==> src/include/fp_load_pkg.sv <==
// Constants for the floating-point quad and single load unit
package fp_load_pkg;
  // Primary and extended opcodes
  localparam logic [5:0] OP_QUAD_UPD = 6'h39;
  localparam logic [5:0] OP_INDEXED = 6'h1F;
  localparam logic [5:0] OP_SINGLE = 6'h30;
  localparam logic [9:0] XO_QUAD_UPD_IDX = 10'h337;
  localparam logic [9:0] XO_QUAD_IDX = 10'h317;
  // Field positions, instruction bit 0 is word bit 31
  localparam int OPCD_LSB = 26;
  localparam int TARGET_LSB = 21;
  localparam int BASE_LSB = 16;
  localparam int XO_LSB = 1;
  localparam int QOFF_LSB = 2;
  localparam int QOFF_W = 14;
  localparam int DISP_W = 16;
  // Second doubleword of a quad pair
  localparam logic [31:0] QUAD_STEP = 32'h0000_0008;
  // Single to double exponent rebias, normal and subnormal
  localparam logic [10:0] EXP_REBIAS = 11'h380;
  localparam logic [10:0] EXP_SUB_BASE = 11'h36A;
  localparam logic [10:0] EXP_MAX = 11'h7FF;
  localparam int FRAC_PAD = 29;
  // Register offsets
  localparam logic [11:0] CTRL_OFFSET = 12'h000;
  localparam logic [11:0] STATUS_OFFSET = 12'h004;
  localparam logic [11:0] RETIRED_OFFSET = 12'h008;
  localparam logic [11:0] REFUSED_OFFSET = 12'h00C;
  // Field positions and reset values
  localparam int CTRL_QUAD_BIT = 0;
  localparam int STATUS_BUSY_BIT = 0;
  localparam int STATUS_QUAD_BIT = 1;
  localparam logic CTRL_QUAD_RESET = 1'b1;
  localparam logic [1:0] RESP_OKAY = 2'h0;
  localparam logic [1:0] RESP_SLVERR = 2'h2;
endpackage

==> src/core/fp_quad_single_load_unit.sv <==
// Decoder and sequencer for quad-doubleword and single-precision FP loads
//
// Local design decisions: the AXI4-Lite slave port and the placing of the registers.
`timescale 1ns/100ps
// Summary of operation
// - quad update offset is sign-extended field, times four
// - zero base field means offset alone
// - second doubleword at address+8 into next register
// - update forms write address to nonzero base
// - indexed address is base plus index register
// - extended codes select update-indexed or plain indexed
// - quad offset field with two zero low bits
// - quad loads only where the implementation supports them
// - no status or condition register changes, no record
// - single load uses sign-extended 16-bit displacement
// - single word widened and written to target
module fp_quad_single_load_unit #(
  parameter int ADDR_W = 32
) (
  input wire logic aclk, // Pipeline clock
  input wire logic aresetn, // Synchronous reset, active low
  input wire logic instr_valid, // Instruction offered
  input wire logic [31:0] instr_word, // Instruction encoding
  input wire logic [31:0] base_value, // Contents of base_gpr
  input wire logic [31:0] index_value, // Contents of index_gpr
  output logic instr_ready, // Unit can take an instruction
  output logic done, // Instruction retired pulse
  output logic illegal, // Encoding refused pulse
  output logic mem_req, // Memory read request
  output logic [31:0] mem_addr, // Memory byte address
  output logic mem_word, // One word rather than a doubleword
  input wire logic mem_rvalid, // Read data returned
  input wire logic [63:0] mem_rdata, // Read data, word in low half
  output logic fpr_we, // Floating register write pulse
  output logic [4:0] fpr_waddr, // Floating register number
  output logic [63:0] fpr_wdata, // Floating register data
  output logic gpr_we, // Base register update pulse
  output logic [4:0] gpr_waddr, // Base register number
  output logic [31:0] gpr_wdata, // Updated base value
  input wire logic [11:0] awaddr, // AXI write address
  input wire logic [2:0] awprot, // AXI write protection, unused
  input wire logic awvalid, // AXI write address valid
  output logic awready, // AXI write address ready
  input wire logic [31:0] wdata, // AXI write data
  input wire logic [3:0] wstrb, // AXI write strobes
  input wire logic wvalid, // AXI write data valid
  output logic wready, // AXI write data ready
  output logic [1:0] bresp, // AXI write response
  output logic bvalid, // AXI write response valid
  input wire logic bready, // AXI write response ready
  input wire logic [11:0] araddr, // AXI read address
  input wire logic [2:0] arprot, // AXI read protection, unused
  input wire logic arvalid, // AXI read address valid
  output logic arready, // AXI read address ready
  output logic [31:0] rdata, // AXI read data
  output logic [1:0] rresp, // AXI read response
  output logic rvalid, // AXI read data valid
  input wire logic rready // AXI read data ready
);

  if (ADDR_W != 32)
  begin : width_check
    $error("Effective address must be 32 bits");
  end

  typedef enum logic [1:0] {IDLE, FIRST, SECOND} phase_type;

  typedef struct packed {
    phase_type phase;
    logic instr_ready;
    logic done;
    logic illegal;
    logic mem_req;
    logic [31:0] mem_addr;
    logic mem_word;
    logic fpr_we;
    logic [4:0] fpr_waddr;
    logic [63:0] fpr_wdata;
    logic gpr_we;
    logic [4:0] gpr_waddr;
    logic [31:0] gpr_wdata;
    logic quad;
    logic update;
    logic [4:0] target;
    logic [4:0] base;
    logic [31:0] ea;
    logic quad_enable;
    logic [31:0] retired;
    logic [31:0] refused;
    logic aw_full;
    logic w_full;
    logic [11:0] aw_addr;
    logic [31:0] w_data;
    logic [3:0] w_strb;
    logic awready;
    logic wready;
    logic bvalid;
    logic [1:0] bresp;
    logic arready;
    logic rvalid;
    logic [1:0] rresp;
    logic [31:0] rdata;
  } state_type;

  state_type s_reg;
  state_type s_next;

  // Exact single to double conversion
  function automatic logic [63:0] widen(input logic [31:0] v);
    logic [7:0] e;
    logic [22:0] f;
    logic [22:0] m;
    logic [4:0] p;
    begin
      e = v[30:23];
      f = v[22:0];
      p = 5'h00;
      for (int i = 0; i < 23; i++)
      begin
        if (f[i])
        begin
          p = 5'(i);
        end
      end
      m = f << (5'h17 - p);
      if (e == 8'hFF)
      begin
        widen = {v[31], fp_load_pkg::EXP_MAX, f, {fp_load_pkg::FRAC_PAD{1'b0}}};
      end
      else if (e == 8'h00 && f == 23'h0)
      begin
        widen = {v[31], 63'h0};
      end
      else if (e == 8'h00)
      begin
        widen = {v[31], fp_load_pkg::EXP_SUB_BASE + {6'h00, p}, m,
                 {fp_load_pkg::FRAC_PAD{1'b0}}};
      end
      else
      begin
        widen = {v[31], fp_load_pkg::EXP_REBIAS + {3'h0, e}, f,
                 {fp_load_pkg::FRAC_PAD{1'b0}}};
      end
    end
  endfunction

  logic [5:0] opcd;
  logic [9:0] xo;
  logic [4:0] ra;
  logic [4:0] fp_target;
  logic [31:0] quad_off;
  logic [31:0] disp_off;
  logic [31:0] base_sum;
  logic is_qu;
  logic is_qux;
  logic is_qx;
  logic is_single;

  assign opcd = instr_word[fp_load_pkg::OPCD_LSB +: 6];
  assign xo = instr_word[fp_load_pkg::XO_LSB +: 10];
  assign ra = instr_word[fp_load_pkg::BASE_LSB +: 5];
  assign fp_target = instr_word[fp_load_pkg::TARGET_LSB +: 5];
  // sign-extend to 30 bits, append 00
  assign quad_off = {{(30 - fp_load_pkg::QOFF_W){instr_word[15]}},
                     instr_word[fp_load_pkg::QOFF_LSB +: fp_load_pkg::QOFF_W], 2'b00};
  assign disp_off = {{(32 - fp_load_pkg::DISP_W){instr_word[15]}},
                     instr_word[fp_load_pkg::DISP_W - 1:0]};
  assign base_sum = (ra == 5'h00) ? 32'h0 : base_value;
  // low two bits of the quad form must be 00
  assign is_qu = opcd == fp_load_pkg::OP_QUAD_UPD && instr_word[1:0] == 2'b00;
  // extended opcode selects the indexed form
  assign is_qux = opcd == fp_load_pkg::OP_INDEXED && xo == fp_load_pkg::XO_QUAD_UPD_IDX;
  assign is_qx = opcd == fp_load_pkg::OP_INDEXED && xo == fp_load_pkg::XO_QUAD_IDX;
  assign is_single = opcd == fp_load_pkg::OP_SINGLE;

  always_comb
  begin
    logic finish;
    logic clr_ret;
    logic clr_ref;
    logic [4:0] wr_target;
    finish = 1'b0;
    clr_ret = 1'b0;
    clr_ref = 1'b0;
    wr_target = s_reg.target;
    s_next = s_reg;
    s_next.done = 1'b0;
    s_next.illegal = 1'b0;
    s_next.fpr_we = 1'b0;
    s_next.gpr_we = 1'b0;
    unique case (s_reg.phase)
      IDLE:
      begin
        if (instr_valid)
        begin
          if (((is_qu || is_qux || is_qx) && s_reg.quad_enable) || is_single)
          begin
            s_next.phase = FIRST;
            s_next.instr_ready = 1'b0;
            s_next.mem_req = 1'b1;
            s_next.quad = !is_single;
            s_next.mem_word = is_single;
            s_next.update = is_qu || is_qux;
            s_next.target = fp_target;
            s_next.base = ra;
            if (is_qu)
              s_next.ea = base_sum + quad_off;
            else if (is_single)
              s_next.ea = base_sum + disp_off;
            else
              s_next.ea = base_sum + index_value;
            s_next.mem_addr = s_next.ea;
          end
          else
          begin
            s_next.illegal = 1'b1;
          end
        end
      end
      FIRST:
      begin
        if (mem_rvalid)
        begin
          s_next.fpr_we = 1'b1;
          s_next.fpr_waddr = s_reg.target;
          s_next.fpr_wdata = s_reg.mem_word ? widen(mem_rdata[31:0]) : mem_rdata;
          if (s_reg.quad)
          begin
            // next doubleword at address plus 8
            s_next.phase = SECOND;
            s_next.mem_addr = s_reg.ea + fp_load_pkg::QUAD_STEP;
          end
          else
          begin
            finish = 1'b1;
          end
        end
      end
      SECOND:
      begin
        if (mem_rvalid)
        begin
          // 31 wraps to 0 through 5-bit sum
          wr_target = s_reg.target + 5'h01;
          s_next.fpr_we = 1'b1;
          s_next.fpr_waddr = wr_target;
          s_next.fpr_wdata = mem_rdata;
          finish = 1'b1;
        end
      end
    endcase
    // only floating and base registers are ever written
    if (finish)
    begin
      s_next.phase = IDLE;
      s_next.mem_req = 1'b0;
      s_next.instr_ready = 1'b1;
      s_next.done = 1'b1;
      // write back address to nonzero base
      if (s_reg.update && s_reg.base != 5'h00)
      begin
        s_next.gpr_we = 1'b1;
        s_next.gpr_waddr = s_reg.base;
        s_next.gpr_wdata = s_reg.ea;
      end
    end

    // Write channel: address and data taken in either order
    if (awvalid && s_reg.awready)
    begin
      s_next.aw_full = 1'b1;
      s_next.aw_addr = awaddr;
    end
    if (wvalid && s_reg.wready)
    begin
      s_next.w_full = 1'b1;
      s_next.w_data = wdata;
      s_next.w_strb = wstrb;
    end
    if (s_reg.bvalid && bready)
      s_next.bvalid = 1'b0;
    if (s_reg.aw_full && s_reg.w_full && !s_reg.bvalid)
    begin
      s_next.aw_full = 1'b0;
      s_next.w_full = 1'b0;
      s_next.bvalid = 1'b1;
      s_next.bresp = fp_load_pkg::RESP_OKAY;
      unique case (s_reg.aw_addr)
        fp_load_pkg::CTRL_OFFSET:
        begin
          if (s_reg.w_strb[0])
            s_next.quad_enable = s_reg.w_data[fp_load_pkg::CTRL_QUAD_BIT];
        end
        fp_load_pkg::STATUS_OFFSET: ;
        fp_load_pkg::RETIRED_OFFSET: clr_ret = 1'b1;
        fp_load_pkg::REFUSED_OFFSET: clr_ref = 1'b1;
        default: s_next.bresp = fp_load_pkg::RESP_SLVERR;
      endcase
    end
    s_next.awready = !s_next.aw_full;
    s_next.wready = !s_next.w_full;
    // Counting wins over a clear in the same cycle
    s_next.retired = (clr_ret ? 32'h0 : s_reg.retired) + {31'h0, finish};
    s_next.refused = (clr_ref ? 32'h0 : s_reg.refused) + {31'h0, s_next.illegal};

    // Read channel
    if (s_reg.rvalid && rready)
    begin
      s_next.rvalid = 1'b0;
      s_next.arready = 1'b1;
    end
    if (arvalid && s_reg.arready)
    begin
      s_next.arready = 1'b0;
      s_next.rvalid = 1'b1;
      s_next.rresp = fp_load_pkg::RESP_OKAY;
      s_next.rdata = 32'h0;
      unique case (araddr)
        fp_load_pkg::CTRL_OFFSET:
          s_next.rdata[fp_load_pkg::CTRL_QUAD_BIT] = s_reg.quad_enable;
        fp_load_pkg::STATUS_OFFSET:
        begin
          s_next.rdata[fp_load_pkg::STATUS_BUSY_BIT] = s_reg.phase != IDLE;
          s_next.rdata[fp_load_pkg::STATUS_QUAD_BIT] = s_reg.quad;
        end
        fp_load_pkg::RETIRED_OFFSET: s_next.rdata = s_reg.retired;
        fp_load_pkg::REFUSED_OFFSET: s_next.rdata = s_reg.refused;
        default: s_next.rresp = fp_load_pkg::RESP_SLVERR;
      endcase
    end
  end

  always_ff @(posedge aclk)
  begin
    if (!aresetn)
    begin
      s_reg <= '0;
      s_reg.instr_ready <= 1'b1;
      s_reg.quad_enable <= fp_load_pkg::CTRL_QUAD_RESET;
      s_reg.awready <= 1'b1;
      s_reg.wready <= 1'b1;
      s_reg.arready <= 1'b1;
    end
    else
    begin
      s_reg <= s_next;
    end
  end

  assign instr_ready = s_reg.instr_ready;
  assign done = s_reg.done;
  assign illegal = s_reg.illegal;
  assign mem_req = s_reg.mem_req;
  assign mem_addr = s_reg.mem_addr;
  assign mem_word = s_reg.mem_word;
  assign fpr_we = s_reg.fpr_we;
  assign fpr_waddr = s_reg.fpr_waddr;
  assign fpr_wdata = s_reg.fpr_wdata;
  assign gpr_we = s_reg.gpr_we;
  assign gpr_waddr = s_reg.gpr_waddr;
  assign gpr_wdata = s_reg.gpr_wdata;
  assign awready = s_reg.awready;
  assign wready = s_reg.wready;
  assign bvalid = s_reg.bvalid;
  assign bresp = s_reg.bresp;
  assign arready = s_reg.arready;
  assign rvalid = s_reg.rvalid;
  assign rresp = s_reg.rresp;
  assign rdata = s_reg.rdata;
endmodule

==> config.mk <==
export PLATFORM = sky130hd
export DESIGN_NAME = fp_quad_single_load_unit
export DESIGN_NICKNAME = d
export VERILOG_FILES = /design/src/include/fp_load_pkg.sv /design/src/core/fp_quad_single_load_unit.sv
export SDC_FILE = /design/constraint.sdc
export NUM_CORES = 1
export LEC_CHECK = 0
export BUFFER_PORTS_ARGS = -buffer_cell sky130_fd_sc_hd__buf_2
export CAP_MARGIN = 20
export CORE_ASPECT_RATIO = 0.7
export CORE_UTILIZATION = 40
export DETAILED_ROUTE_END_ITERATION = 12
export PLACE_DENSITY = 0.7
export SLEW_MARGIN = 20
export SYNTH_ARGS = -nofsm -noshare
export SYNTH_HDL_FRONTEND = slang
export SYNTH_SLANG_ARGS = --single-unit
==> constraint.sdc <==
create_clock -name aclk -period 6.55 [get_ports aclk]
set_clock_uncertainty 0.2 [all_clocks]
set_input_delay 0.655 -clock aclk [delete_from_list [all_inputs] [get_ports aclk]]
set_output_delay 0.655 -clock aclk [all_outputs]
set_load 0.02 [all_outputs]
* Word-level counts from Yosys, hierarchy flattened
Index checks and enable logic that the tools add are counted.
Storage, ports and cells: register bits after elaboration 313, bits of input ports 235, output and inout bits 186, logic and storage cells 177
Cells by class: add/subtract/negate cells 10, eq/ne operators 19, shift-type cells 1, multiplexer cells 70, bitwise logic cells 1, reduce and logical (&&, ||, !) cells 42
Operators by type and width (count):
- $mux 32 | 7
- $mux 63 | 3
- $mux 70 | 2
- $pmux 70 s2 | 1
- $mux 5 | 23
- $add 32x32->32 | 3
- $add 32x1->32 | 2
- $mux 64 | 1
- $pmux 32 s2 | 1
- $pmux 30 s2 | 1
- $eq 12x4->1 const B | 4
- $mux 38 | 1
- $mux 36 | 1
- $mux 35 | 1
- $mux 34 | 1
- $add 32x4->32 const B | 1
- $eq 12x3->1 const B | 2
- $logic_not 12->1 | 2
- $logic_not 23->1 | 1
- $shl 23x5->23 | 1
- $eq 10x10->1 const B | 2
- $mux 2 | 7
- $logic_and 1x1->1 | 13
- $mux 1 | 13
- 28 further kinds | 49

* Logic depth before layout (Yosys ltp)
word-level depth 32, gate-level depth with buffers 18, mapped depth without buffers 16

* Worst setup path before layout
No wires, ideal clock.
kind input port to flip-flop, start in instr_word[27], end reg s_reg[186] in the netlist's numbering, library setup time 133 ps, arrival 4432 ps, required time 6217 ps, setup slack 1786 ps, stages 17, path buffers 2, path through nor2_1 -> nand3_1 -> or3_1 -> clkbuf_1 -> buf_1 -> mux2_2 -> ha_1 -> a22o_1 -> or4_1 -> a211o_1 -> o211a_2 -> a311oi_2 -> o21ai_1 -> a41oi_1 -> xnor2_1 -> a2111oi_2 -> a21oi_1
Between the ends: longest elaborated chain between the ends 7, elaborated cells on any way between the ends 13, classes of those cells eq/ne (3); mux (2); reduce/logical (8)
Ends and longest elaborated chain:
- start, declared | line fp_quad_single_load_unit.sv:23 | input wire logic [31:0] instr_word,
- $eq 6x6->1 or $eq 6x5->1 (tied branches) | line fp_quad_single_load_unit.sv:170, fp_quad_single_load_unit.sv:172, fp_quad_single_load_unit.sv:173
- $logic_and 1x1->1, on equally long branches | line fp_quad_single_load_unit.sv:170, fp_quad_single_load_unit.sv:172
- $logic_or 1x1->1 (2 in a row) | line fp_quad_single_load_unit.sv:196 | if (((is_qu || is_qux || is_qx) && s_reg.quad_enable) || is_single)
- $logic_and 1x1->1 | line fp_quad_single_load_unit.sv:196
- $logic_or 1x1->1 | line fp_quad_single_load_unit.sv:196
- $reduce_and 3->1 (no line)
- end signal, assigned | line fp_quad_single_load_unit.sv:346 | s_reg <= s_next;
- end, declared | line fp_quad_single_load_unit.sv:105 | state_type s_reg;
Parallel ways exist; a longest one is shown, timed or not. A chain may end at the register's enable or synchronous reset.

* Worst setup path after layout
start in instr_word[17], end reg s_reg (netlist bit mem_addr[31])
Between the ends: longest elaborated chain between the ends 8, elaborated cells on any way between the ends 10, classes of those cells add/sub (3); mux (6); reduce/logical (1)
Ends and longest elaborated chain:
- $logic_not 5->1 * | line fp_quad_single_load_unit.sv:168 | assign base_sum = (ra == 5'h00) ? 32'h0 : base_value;
- $mux 32 * | line fp_quad_single_load_unit.sv:168
- $add 32x32->32, on equally long branches | line fp_quad_single_load_unit.sv:211, fp_quad_single_load_unit.sv:209
- $mux 32 | line fp_quad_single_load_unit.sv:208 | else if (is_single)
- $mux 32 * | line fp_quad_single_load_unit.sv:206 | if (is_qu)
- $mux 34 * | line fp_quad_single_load_unit.sv:196
- $mux 35 * | line fp_quad_single_load_unit.sv:194 | if (instr_valid)
- $pmux 32 s2 * | line fp_quad_single_load_unit.sv:191 | unique case (s_reg.phase)
Mark *: on every way between the ends. The rest lies on a longest branch, timed or not. The select of a mux whose other input is x is not followed.

==> results_dict.tcl <==
set metrics [dict create \
    vias_per_cell 5.73 \
    synth-seq-cells 311 \
    tns_ps 0 \
    die-area_um2 49300 \
    max_freq_mhz 188 \
    worst-setup-path-type "in -> reg" \
    clock_latency_ps 540 \
    p_switching_mw 1.36 \
    relSlewSlack 0.272 \
    largest_register_ffs 127 \
    synth_cell_types 78 \
    grt_start_max_net_pins 71 \
    via_count 18600 \
    path_clk_slew_ps 60 \
    hold_path.class "in -> reg" \
    wl_um 64800 \
    ys_warn_count 0 \
    drt-pass1-iter-count 5 \
    fp.dieH_um 186 \
    seq_power_share 0.400 \
    root_buffer "clkbuf_16" \
    cts_resized 0 \
    power.leakage_nw 9.23 \
    syn_to_final_growth_pct 11.7 \
    grt_use_total 0.251 \
    peakVddDrop_mv 0.132 \
    antenna_found_initial 4 \
    synth_top_area_share 0.321 \
    rsz0062_at_grt "no" \
    min_period_over_period 0.813 \
    syn_inst 2481 \
    synth_area_leaders "dfxtp_1 (32%), buf_4 (6.7%), nand2_1 (5.7%)" \
    drv_cap 0 \
    nNetsFinal 2911 \
    clock_sinks 311 \
    critPathArrivalTime_ps 5590 \
    antenna_left 0 \
    status "finished, final reports clean" \
    grt_pass1_vias 17400 \
    cts_tree "yes" \
    synth_area_per_cell_um2 7.81 \
    syn_area_um2 19400 \
    synth_ff_type "dfxtp_1" \
    critPathCaptureType "register" \
    maxSlewViolCount 0 \
    power_switching_share 0.281 \
    finalSetupViolCount 0 \
    fin_crit_ps 5320 \
    dp.final_hpwl_um 49100 \
    startpoint_type "input pin" \
    drc 0 \
    cts_htree_levels 2 \
    cts.path.max_buffers 3 \
    drtIter0Drc 1701 \
    crit_fanout 13 \
    detail_route.wl_per_cell_um 19.9 \
    hold_viol_final 0 \
    synth_area_leader_cell "dfxtp_1" \
    p_comb_frac 0.165 \
    yosysSeqAreaShare 0.321 \
    place_congestion 0.947 \
    drive_gt1_frac 0.197 \
    grt_pass1_wl_um 97900 \
    powerDensity_nw_per_um2 224 \
    coreArea_um2 47800 \
    synth_edf_count 0 \
    cts_setup_buffers 0 \
    portBuffers 378 \
    fp.dieW_um 265 \
    worst_slack_ps 1230 \
    pre_cts_ws_ps 775 \
    p_int_mw 3.49 \
    start_util 0.405 \
    overflow 0 \
    clock_power_share 0.435 \
    hold_slack_ps 145 \
    cp.required_ps 6810 \
    tightest_slew_ps 1090 \
    rows 67 \
    synthArstFlopShare 0 \
    ctsHoldBuffers 0 \
    io_pins 421 \
    numCtsBuffers 35 \
]
## worst paths after layout
path	start	end	slack [ps]	cells past startpoint
setup reg to reg	bvalid	s_reg[118]	2530	11
hold reg to reg	fpr_waddr[1]	fpr_waddr[1]	250	2
setup / recovery	instr_word[17]	mem_addr[31]	1230	17
hold / removal	mem_rdata[32]	fpr_wdata[32]	150	3
## routing by layer
metal | GRT usage | share of wire | vias to the layer above
met4 | 0.116 | 0.045 | 0
met2 | 0.404 | 0.45 | 783
li1 | - | - | 8909
met5 | 0 | 0 | -
met1 | 0.330 | 0.44 | 8780
met3 | 0.0418 | 0.074 | 154
## power by group through the flow
stage	logic (mW)	registers (mW)	clock network [mW]
2_1_floorplan	0.551	1.98	0
3_3_place_gp	0.780	1.98	0
3_5_place_dp	0.787	1.98	0
4_1_cts	0.792	1.94	2.14
5_1_grt	0.875	1.94	2.22
6_report	0.802	1.94	2.11
## synthesized netlist by cell type (9+ instances only)
cell type and instances:
a22oi_1 25, ha_1 72, buf_4 174, nor3_1 59
dfxtp_1 311, nand3_1 80, buf_1 11, or3_1 14
xor2_1 69, nand4_1 20, and4_1 11, a211oi_1 31
o211ai_1 9, mux2_2 21, nor2_1 248, nand2_1 292
a21o_1 48, and2_1 23, o21ai_0 131, mux2i_1 41
clkbuf_1 130, inv_1 36, a221oi_1 47, a31oi_1 21
a21oi_1 207, xnor2_1 62, nor4_1 13, a22o_1 38
and3_1 35, nor2b_1 40, o21a_1 16, nand2b_1 11
a222oi_1 13
## metrics by stage
| step | area [um2] | cells | utilization | total power, mW |
|---|---|---|---|---|
| 6_report | 21600 | 3253 | 0.453 | 4.85 |
| 3_3_place_gp | 20400 | 3186 | 0.427 | 2.76 |
| 4_1_cts | 21600 | 3249 | 0.452 | 4.87 |
| 2_1_floorplan | 19400 | 2482 | - | 2.53 |
| 3_5_place_dp | 20400 | 3186 | 0.427 | 2.77 |
| 5_1_grt | 21600 | 3253 | 0.453 | 5.04 |
## cell usage in the layout, fill, tap and decap left out, drive strengths merged, types with 11 or more instances in the layout
cell    count
a211oi     33
a21o       48
a21oi     207
a221oi     47
a222oi     13
a22o       38
a22oi      25
a31oi      21
and2       24
and3       35
and4       11
buf       405
clkbuf     46
clkinv     11
dfxtp     311
ha         72
inv        39
mux2       21
mux2i      42
nand2     292
nand2b     11
nand3      80
nand4      20
nor2      248
nor2b      40
nor3       60
nor4       13
o21a       16
o21ai     138
or3        14
xnor2      62
xor2       69
## layout make-up
class / count / area, um2
Tap cell: 621 / 777
Antenna cell: 4 / 10.0
Clock inverter: 17 / 243
Sequential cell: 311 / 6230
Multi-Input combinational cell: 1811 / 11200
Inverter: 38 / 145
Fill cell: 4786 / 26200
Timing Repair Buffer: 405 / 2090
Clock buffer: 46 / 978
## kinds of logic (layout without fill, tap and decap cells)
group | count (synthesis) | after routing | synth area share
xor+xnor | 131 | 131 | 0.0592
fa+ha+maj | 74 | 74 | 0.0486
compound gates | 666 | 666 | 0.223
buf+inv | 360 | 506 | 0.106
mux | 63 | 63 | 0.0341
simple gates | 875 | 875 | 0.207
flops | 311 | 311 | 0.321
other cells | 1 | 6 | 0.000194
## critical path, stage by stage
cell	delay (ps)
buf_2	100
or4_1	690
nor2_2	390
buf_4	290
nor2b_1	90
ha_1	350
o21ai_0	250
o21ai_0	200
a2111oi_0	560
buf_4	220
o21a_1	190
o21ai_0	210
a221oi_1	530
o21ai_0	260
xnor2_1	280
nand3_1	120
a31oi_1	190
Power figures use the tool's default switching activity.
